## src/async_timer_pkg.sv

```systemverilog
/*
 Shared constants and carriers for the asynchronous event counter/timer.
 Assumes one system clock at CLK_HZ and control bits held steady by the owner.
*/
package async_timer_pkg;
	// System clock rate and the internal instruction clock divider (Fosc/4)
	localparam int CLK_HZ = 20000000;
	localparam int INSTR_DIV = 4;
	// Oscillator rating and the least samples per source period we need
	localparam int OSC_MAX_HZ = 200000;
	localparam int MIN_SAMPLES = 4;
	localparam int OSC_SAMPLES = CLK_HZ / OSC_MAX_HZ;
	// Counter width and reset value of the count
	localparam int COUNT_W = 16;
	localparam logic [15:0] COUNT_RESET = 16'h0000;
	localparam logic [15:0] COUNT_ALL_ONES = 16'hFFFF;
	localparam logic [2:0] PRESC_RESET = 3'h0;
	localparam logic [1:0] DIV_RESET = 2'h0;
	localparam logic [1:0] DIV_LAST = 2'h3;

	// Timer control: bit 0 run, 1 external clock, 2 sync disable, 3 osc enable, 5:4 prescale
	typedef struct packed {
		logic [1:0] unused;
		logic [1:0] prescale;
		logic osc_enable_bit;
		logic sync_disable_bit;
		logic clock_select;
		logic timer_on;
	} timer_control_t;

	// One byte write toward the count
	typedef struct packed {
		logic low_we;
		logic high_we;
		logic [7:0] data;
	} count_write_t;
endpackage : async_timer_pkg

```

## src/async_event_counter_timer.sv

```systemverilog
/*
 16-bit timer/counter with prescaler, synchronised and unsynchronised external
 counting, and a built-in low-power crystal amplifier.
 Assumes all pins are synchronous to sys_clk and software holds the control bits.
*/
// Functional notes
// - Sync-disable bit bypasses the clock synchroniser
// - Unsynchronised counter advances on external edges only
// - Unsynchronised counting survives sleep, overflow wakes
// - No capture/compare time base when unsynchronised
// - Count bytes read stable from registers
// - Write colliding with increment: write wins
// - Osc-enable bit turns on crystal amplifier
// - Compare trigger reset ignored when unsynchronised
// - Any count byte write clears prescaler
`timescale 1ns/1ps
module async_event_counter_timer #(
	parameter int COUNT_W = async_timer_pkg::COUNT_W,
	parameter int INSTR_DIV = async_timer_pkg::INSTR_DIV
) (
	// Clock and reset
	input wire logic sys_clk,
	input wire logic rst,
	// Control and power state
	input wire async_timer_pkg::timer_control_t timer_control_reg,
	input wire logic sleep_mode,
	// Count access
	input wire async_timer_pkg::count_write_t count_write,
	input wire logic overflow_clear,
	output logic [7:0] count_low_byte,
	output logic [7:0] count_high_byte,
	// Clock source pins
	input wire logic ext_clk_pin,
	input wire logic crystal_in_pin,
	output logic crystal_out_pin,
	// Capture/compare unit side
	input wire logic special_event_trigger,
	output logic [15:0] time_base,
	output logic time_base_valid,
	// Events
	output logic overflow_flag,
	output logic wake_request
);
	// rating check
	// Sampling a 200 kHz source needs several clocks per period
	initial begin
		if (COUNT_W != 16 || INSTR_DIV != 4 ||
				async_timer_pkg::OSC_SAMPLES < async_timer_pkg::MIN_SAMPLES) begin
			$error("Unsupported counter parameters");
		end
	end

	// Registered state
	logic [15:0] count; // The count itself, read as two bytes
	logic [2:0] presc; // Prescaler counter
	logic [1:0] div; // Instruction clock divider
	logic raw_q; // Direct sample for the unsynchronised path
	logic raw_d; // Previous direct sample
	logic sync1; // Synchroniser first stage
	logic sync2; // Synchroniser second stage
	logic sync3; // Edge history of the synchronised path
	logic xout; // Crystal amplifier output

	// Next values
	logic [15:0] next_count;
	logic [2:0] next_presc;
	logic [1:0] next_div;
	logic next_raw_q;
	logic next_raw_d;
	logic next_sync1;
	logic next_sync2;
	logic next_sync3;
	logic next_xout;
	logic next_flag;

	// Decoded helpers
	logic src; // Selected external source level
	logic async_mode; // External clock, not synchronised
	logic instr_tick; // Internal instruction clock enable
	logic source_tick; // Edge reaching the prescaler
	logic count_tick; // Prescaled increment
	logic [2:0] presc_mask;
	logic any_write;
	logic trig_reset;
	logic wrap;

	// Decode modes, edges and prescaler terminal count
	always_comb begin
		// crystal source select
		// With the oscillator on, the crystal input feeds the counter
		src = timer_control_reg.osc_enable_bit ? crystal_in_pin : ext_clk_pin;
		async_mode = timer_control_reg.clock_select & timer_control_reg.sync_disable_bit;
		instr_tick = (div == async_timer_pkg::DIV_LAST) & ~sleep_mode;
		any_write = count_write.low_we | count_write.high_we;
		case (timer_control_reg.prescale)
			2'h0: presc_mask = 3'h0;
			2'h1: presc_mask = 3'h1;
			2'h2: presc_mask = 3'h3;
			2'h3: presc_mask = 3'h7;
			default: presc_mask = 3'h0;
		endcase
		if (!timer_control_reg.clock_select) begin
			// Timer mode: instruction clock, halted in sleep
			source_tick = instr_tick;
		end else if (async_mode) begin
			// no sleep gating here, the edge alone advances the count
			source_tick = raw_q & ~raw_d;
		end else begin
			// Synchronised counting stops with the phase clocks in sleep
			source_tick = sync2 & ~sync3 & ~sleep_mode;
		end
		source_tick = source_tick & timer_control_reg.timer_on;
		// only the external edge path clocks the unsynchronised count
		count_tick = source_tick & ((presc & presc_mask) == presc_mask);
		// trigger reset honoured only in synchronised modes
		trig_reset = special_event_trigger & ~async_mode;
	end

	// Next state of the counter, prescaler and flag
	always_comb begin
		next_raw_q = src;
		next_raw_d = raw_q;
		next_sync1 = src;
		next_sync2 = sync1;
		next_sync3 = sync2;
		next_xout = timer_control_reg.osc_enable_bit & ~crystal_in_pin;
		next_div = (div == async_timer_pkg::DIV_LAST) ? async_timer_pkg::DIV_RESET : div + 2'h1;
		next_count = count;
		wrap = 1'b0;
		if (any_write) begin
			next_presc = async_timer_pkg::PRESC_RESET;
		end else if (source_tick) begin
			next_presc = presc + 3'h1;
		end else begin
			next_presc = presc;
		end
		// write takes precedence over a colliding increment
		if (any_write) begin
			if (count_write.low_we) begin
				next_count[7:0] = count_write.data;
			end
			if (count_write.high_we) begin
				next_count[15:8] = count_write.data;
			end
		end else if (trig_reset) begin
			next_count = async_timer_pkg::COUNT_RESET;
		end else if (count_tick) begin
			next_count = count + 16'h0001;
			wrap = (count == async_timer_pkg::COUNT_ALL_ONES);
		end
		next_flag = wrap | (overflow_flag & ~overflow_clear);
	end

	// Register all state; the count powers up at a defined zero
	always_ff @(posedge sys_clk) begin
		if (rst) begin
			count <= async_timer_pkg::COUNT_RESET;
			presc <= async_timer_pkg::PRESC_RESET;
			div <= async_timer_pkg::DIV_RESET;
			raw_q <= 1'b0;
			raw_d <= 1'b0;
			sync1 <= 1'b0;
			sync2 <= 1'b0;
			sync3 <= 1'b0;
			xout <= 1'b0;
			overflow_flag <= 1'b0;
		end else begin
			count <= next_count;
			presc <= next_presc;
			div <= next_div;
			raw_q <= next_raw_q;
			raw_d <= next_raw_d;
			sync1 <= next_sync1;
			sync2 <= next_sync2;
			sync3 <= next_sync3;
			xout <= next_xout;
			overflow_flag <= next_flag;
		end
	end

	// bytes straight from the count register
	assign count_low_byte = count[7:0];
	assign count_high_byte = count[15:8];
	assign crystal_out_pin = xout;
	assign time_base = count;
	assign time_base_valid = timer_control_reg.timer_on & ~async_mode;
	assign wake_request = overflow_flag & sleep_mode;

	a_overflow_wrap: assert property (@(posedge sys_clk) disable iff (rst)
		count_tick && count == 16'hFFFF && !any_write && !trig_reset
		|=> count == 16'h0000 && overflow_flag)
		else $error("Wrap did not clear count and set flag");

	a_count_step: assert property (@(posedge sys_clk) disable iff (rst)
		count_tick && !any_write && !trig_reset |=> count == $past(count) + 16'h0001)
		else $error("Count did not step by one");

	a_write_wins: assert property (@(posedge sys_clk) disable iff (rst)
		count_write.low_we && !count_write.high_we
		|=> count[7:0] == $past(count_write.data) && count[15:8] == $past(count[15:8]))
		else $error("Low byte write lost");

	a_presc_clear: assert property (@(posedge sys_clk) disable iff (rst)
		any_write |=> presc == 3'h0)
		else $error("Prescaler not cleared by write");

	a_no_timebase: assert property (@(posedge sys_clk) disable iff (rst)
		timer_control_reg.clock_select && timer_control_reg.sync_disable_bit |-> !time_base_valid)
		else $error("Time base offered in unsynchronised mode");

	a_trig_ignored: assert property (@(posedge sys_clk) disable iff (rst)
		special_event_trigger && async_mode && !any_write && !count_tick
		|=> count == $past(count))
		else $error("Trigger reset acted in unsynchronised mode");

	a_sleep_hold: assert property (@(posedge sys_clk) disable iff (rst)
		sleep_mode && !async_mode && !any_write && !special_event_trigger
		|=> count == $past(count))
		else $error("Count moved in sleep while synchronised");

	// unsynchronised count follows the pin edge within three clocks
	a_async_edge: assert property (@(posedge sys_clk) disable iff (rst)
		async_mode && timer_control_reg.timer_on && !timer_control_reg.osc_enable_bit &&
		timer_control_reg.prescale == 2'h0 && !any_write && !ext_clk_pin ##1 ext_clk_pin
		##1 (!any_write && async_mode) |=> count == $past(count, 2) + 16'h0001)
		else $error("Unsynchronised edge not counted");

	// amplifier idle when oscillator is off
	a_osc_off: assert property (@(posedge sys_clk) disable iff (rst)
		!timer_control_reg.osc_enable_bit |=> !crystal_out_pin)
		else $error("Amplifier driven while disabled");

	a_flag_set_wins: assert property (@(posedge sys_clk) disable iff (rst)
		wrap && overflow_clear |=> overflow_flag)
		else $error("Overflow lost to clear");
endmodule : async_event_counter_timer

```

## config.mk

```make
export PLATFORM = sky130hd
export DESIGN_NAME = async_event_counter_timer
export DESIGN_NICKNAME = d
export VERILOG_FILES = /design/src/async_timer_pkg.sv /design/src/async_event_counter_timer.sv
export SDC_FILE = /design/constraint.sdc
export NUM_CORES = 1
export LEC_CHECK = 0
export ABC_AREA = 0
export BUFFER_PORTS_ARGS = -buffer_cell sky130_fd_sc_hd__buf_2
export CAP_MARGIN = 5
export CORE_AREA = 5 5 70 72
export CTS_CLUSTER_DIAMETER = 150
export DETAILED_ROUTE_END_ITERATION = 12
export DIE_AREA = 0 0 75 77
export PLACE_DENSITY_LB_ADDON = 0.05
export SLEW_MARGIN = 10
export SYNTH_ARGS = -nofsm -noshare
export SYNTH_HDL_FRONTEND = slang
export SYNTH_SLANG_ARGS = --single-unit
export TNS_END_PERCENT = 5
```

## constraint.sdc

```tcl
create_clock -name sys_clk -period 2.35 [get_ports sys_clk]
set_input_delay 0 -clock sys_clk [delete_from_list [all_inputs] [get_ports sys_clk]]
set_output_delay 0 -clock sys_clk [all_outputs]
set_load 0.005 [all_outputs]
```

# ---- After elaboration in Yosys (flattened, before gate mapping)
# Cells that the tools add are included.
dict set report word_totals {
  reg_bits 26
  input_bits 25
  out_inout_bits 36
  word_cells 59
}
dict set report classes {
  addsub 3
  n_eq_ne 8
  muxes 12
  bitwise 21
  n_reduce_logical 6
}
# op n
set op_table {}
lappend op_table {{$mux W16} 3}
lappend op_table {{$add A16 B1 Y16 const B} 1}
lappend op_table {{$eq A16 B16 Y1 const B} 1}
lappend op_table {{$mux W8} 2}
lappend op_table {{$and A1 B1 Y1} 12}
lappend op_table {{$pmux W3 S4} 1}
lappend op_table {{$eq A2 B2 Y1 const B} 3}
lappend op_table {{$mux W1} 6}
lappend op_table {{$not A1 Y1} 6}
lappend op_table {{$ne A2 B2 Y1 const B} 2}
lappend op_table {{$reduce_and A2 Y1} 2}
lappend op_table {{$reduce_or A2 Y1} 2}
lappend op_table {{$add A3 B1 Y3 const B} 1}
lappend op_table {{$and A3 B3 Y3} 1}
lappend op_table {{$eq A3 B3 Y1} 1}
lappend op_table {{$reduce_bool A3 Y1} 1}
lappend op_table {{$add A2 B1 Y2 const B} 1}
lappend op_table {{$eq A2 B1 Y1 const B} 1}
lappend op_table {{$logic_not A2 Y1} 1}
lappend op_table {{$or A1 B1 Y1} 2}

# ---- Depth between registers and ports, before layout
dict set report logic_depth {
  ltp_word 11
  mapped_depth 8
  mapped_depth_nobuf 6
}

# ---- Worst setup path before layout
# Ideal clock, no wire load.
dict set report synth_path {
  path_type {register -> register}
  from {register div[0]}
  to {register count[0] (netlist: time_base[0])}
  t_arrival_ns 1.600
  required_time_ns 2.222
  slack_ns 0.622
  path_stages_with_launch 8
  path_buffers 1
  period_less_slack_ns 1.728
  cell_sequence {dfxtp_1 -> ha_1 -> nor2b_1 -> o211a_1 -> a32oi_2 -> buf_2 -> mux2i_1 -> nor2_1}
}
dict set report synth_between {
  elab_chain_cells 7
}
# element line
set synth_lines {}
lappend synth_lines {{start: declaration} async_event_counter_timer.sv:56} ;# logic [1:0] div;
lappend synth_lines {{start signal: assignment} async_event_counter_timer.sv:159} ;# div <= async_timer_pkg::DIV_RESET;
lappend synth_lines {{start signal: assignment} async_event_counter_timer.sv:170} ;# div <= next_div;
lappend synth_lines {{$eq A2 B2 Y1} async_event_counter_timer.sv:93} ;# instr_tick = (div == async_timer_pkg::DIV_LAST) & ~sleep_mode;
lappend synth_lines {{$and A1 B1 Y1} async_event_counter_timer.sv:93}
lappend synth_lines {{$mux W1} async_event_counter_timer.sv:102} ;# if (!timer_control_reg.clock_select) begin
lappend synth_lines {{$and A1 B1 Y1} async_event_counter_timer.sv:112} ;# source_tick = source_tick & timer_control_reg.timer_on;
lappend synth_lines {{$and A1 B1 Y1} async_event_counter_timer.sv:114} ;# count_tick = source_tick & ((presc & presc_mask) == presc_mask);
lappend synth_lines {{$reduce_bool A3 Y1 (no source line)} n/a}
lappend synth_lines {{$reduce_and A2 Y1 (no source line)} n/a}
lappend synth_lines {{end signal: assignment} async_event_counter_timer.sv:157} ;# count <= async_timer_pkg::COUNT_RESET;
lappend synth_lines {{end signal: assignment} async_event_counter_timer.sv:168} ;# count <= next_count;
lappend synth_lines {{end: declaration} async_event_counter_timer.sv:54} ;# logic [15:0] count;
# No other way between the ends.
# A chain may end at the register's enable or synchronous reset.

# ---- Final worst setup path
dict set report layout_path {
  from {register div[0]}
  to {register count[12] (netlist: time_base[12])}
}
# Same word-level chain as after synthesis.

==> impl_results.md <==
* Core area at 4230 sq um
* Sequential share of power at 0.461
* Overall routing resource usage at 0.162
* Vias in the first global route at 1,529
* Worst-Margin Slew at 0.896 ns
* Crit path arrival time at 2.26 ns
* Worst EP required at 2.54 ns
* IO Count at 61
* Setup CP Type: flop to flop
* Relative slew slack at 0.400
* Clock-pin slew on the worst setup and hold paths at 0.10 ns
* Largest net degree at the start of global routing at 31
* Iter 0 DRT Violations at 81
* Delay-heaviest family, CP: compound AO/OA/AOI/OAI gates
* CTS Sinks at 26
* Die area at 5780 sq um
* Net count, final at 275
* RePlAce Congestion at 0.751
* Logic pwr share at 0.192
* PortBufs at 58
* Post-CTS sizing at 0
* Total number of yosys warnings at 0
* Final period util at 0.879
* Cell variety after synth at 50
* Num CTS Buffers at 3
* Area Overhead vs Synth at 22.3%
* Critical path's slowest cell: a31oi_1
* Fmax at 484 MHz
* Number of max-cap violations at 0
* Crit-path max cell delay at 0.69 ns
* Maximum vdd drop at 0.319 mV
* First drt pass iteration count at 4
* Grt ovf at 0
* Number of synthesized flops with an enable pin at 0
* Inserted Diodes at 0
* Crit path cell chain: ha_1 > nor2b_1 > o211a_1 > a31oi_1 > a221oi_1 > a211oi_1
* Leakage power total at 0.872 nW
* Via density at 5.36
* Final worst slack at 0.285 ns
* Die height at 77 microns
* Synthesized netlist net count at 227
* H-tree depth at 1
* Initial Util at 0.381
* Mapped cell area at 1610 sq um
* Avg WL per Cell at 15.0 microns
* Post-synthesis sequential area ratio at 0.323
* Internal power at 0.800 mW
* HPWL after DPL at 3.19 mm
* DP Worst Slack at 0.314 ns
* Dominant synthesized flop cell: dfxtp_1
* Detailed Route WL at 4.46 mm
* Worst clock skew at 0.00207 ns
* Max Slew Vio Count at 0
* CTS tree: done
* Async S/R FF share, synth at 0
* Cell Pwr Density at 555 nW/um^2
* Sw power at 0.294 mW
* Vias post-DR at 1,597
* Root Buffer: clkbuf_8
* Die X-Extent at 75 microns
* Outcome: completed
* Sw Ratio at 0.269
* Fin. Hold Viols at 0
* Min Tclk post-route at 2.07 ns
* Critical Path Source Type: flop
* First-pass GRT wire length at 7.48 mm
* Post-Syn Area per Cell at 8.10 sq um
* Critical path fanouts, max at 9
* Setup-failing EPs final at 0
* Worst setup EP type: flop
* Post-route DRC at 0
* ANT nets after route at 0
* Flop-to-flop setup slack at 0.28 ns
* Initial antenna violation count at 0
* Layout cell share with drive strength beyond 1 at 0.280
* Skew-Pair Late Insertion Delay at 0.27 ns
* Buf/Inv on CP at 0
* HP Class: input pin to flop
* Clock Tree Buf Depth at 2
* Yosys reg bits at 26
* Setup TNS at 0 ns
* Clk pwr share at 0.347
* Cells after Synth at 199
* Filler cells at 439
* RSZ-0062 raised after global routing: no
* Overall Power at 1.09 mW
* FP Rows at 24
==> layer usage <==
metal  vias to the layer above  share of wire  track usage
li1                        810              -            -
met1                       741           0.46        0.235
met2                        39           0.47        0.247
met3                         7          0.050       0.0222
met4                         0          0.012       0.0445
met5                         -              0            0
==> power by group through the flow <==
stage / Combinational [mW] / Sequential, mW / Clock [mW]
floorplan: 0.137 / 0.509 / 0
global placement: 0.204 / 0.514 / 0
detailed placement: 0.204 / 0.515 / 0
CTS: 0.212 / 0.505 / 0.388
global route: 0.235 / 0.512 / 0.402
finish: 0.210 / 0.504 / 0.380
==> stage by stage <==
step           area [sq um]  utilization  std cells  hold slack (ns)
6_report               1970        0.466        298           0.0751
5_1_grt                1970        0.466        298           0.0977
4_1_cts                1970        0.466        298           0.0780
3_5_place_dp           1840        0.435        288            0.187
3_3_place_gp           1840        0.435        288            0.183
2_1_floorplan          1610            -        199           0.0760
==> area by class of cell <==
class / count / area, sq um / area share
clock buffer: 3 / 41.3 / 0.0209
clock inverter: 1 / 30.0 / 0.0152
inverter: 3 / 11.3 / 0.00571
multi-input combinational: 145 / 923 / 0.468
sequential: 26 / 520 / 0.264
tap: 52 / 65.1 / 0.0330
timing repair buffer: 68 / 380 / 0.193
==> synth_stat cells, drive strengths merged (2+ instances only) <==
cell type,count,area [sq um]
ha,3,37.5
o21ai,11,55.1
nor4,2,12.5
nand3,7,35.0
nand2,14,52.6
inv,3,11.3
clkbuf,6,22.5
xnor2,3,26.3
a21oi,20,104
a21o,3,22.5
nand2b,8,50.1
nor2,9,33.8
a32oi,2,25.0
nor3,8,40.0
mux2i,3,30.0
nor3b,2,15.0
o32ai,4,35.0
and4,2,17.5
a21boi,2,15.0
and2,5,31.3
nand4,4,25.0
a211oi,2,15.0
dfxtp,26,521
and3,2,12.5
o21a,3,22.5
o211a,3,30.0
buf,19,135
nor2b,4,25.0
or2,3,18.8
==> worst paths after layout <==
check	end	cells after the start	start
worst max-delay path	time_base[12]$_SDFFE_PP0P_	6	div[0]$_SDFF_PP0_
worst min-delay path	time_base[9]$_SDFFE_PP0P_	3	count_write[1]
worst max register to register	time_base[12]$_SDFFE_PP0P_	6	div[0]$_SDFF_PP0_
worst min register to register	div[0]$_SDFF_PP0_	1	div[0]$_SDFF_PP0_
==> what timing repair did <==
item | 4_1_cts | 5_1_grt
hold buffers | 6 | 0
setup buffers | 0 | 0
hold endpoints to repair | 4 | 0
==> placed cells by master, fill, tap and decap left out, types with 3 or more instances in the layout <==
cell and count:
buf_2 58, o21a_1 3, dlygate4sd3_1 6, dfxtp_1 26
o21ai_0 5, a21o_1 3, and2_1 5, nor3_1 8
inv_1 3, mux2i_1 3, xnor2_1 3, clkbuf_8 3
nor2_1 9, o32ai_1 4, or2_1 3, o211a_1 3
buf_4 4, nand2_1 14, nand2b_1 8, nand3_1 7
ha_1 3, nand4_1 4, nor2b_1 4, o21ai_1 6
a21oi_1 19
==> sequential cells by signal (all words and copies together) (netlist names) <==
signal and cells:
presc 3, sync3 1, overflow_flag 1, next_sync2 1, next_sync3 1, crystal_out_pin 1
time_base 16, div 2
==> worst reg2reg max path, delay by kind of cell, from the launching register on <==
| family | cells | cell delay (ns) |
|---|---|---|
| AOI/OAI and AO/OA | 4 | 1.28 |
| DFF | 1 | 0.33 |
| adders and majority gates | 1 | 0.22 |
| and+or+nand+nor | 1 | 0.17 |
==> logic make-up after synthesis <==
group / Yosys count / synth area share
DFF: 26 / 0.323
and+or+nand+nor: 75 / 0.254
adders and majority gates: 3 / 0.0233
muxes: 3 / 0.0186
AOI/OAI and AO/OA: 60 / 0.255
xor gates and xnor gates: 4 / 0.0217
buffers and inverters: 28 / 0.105
No activity file was read; power rests on OpenSTA's default activity.
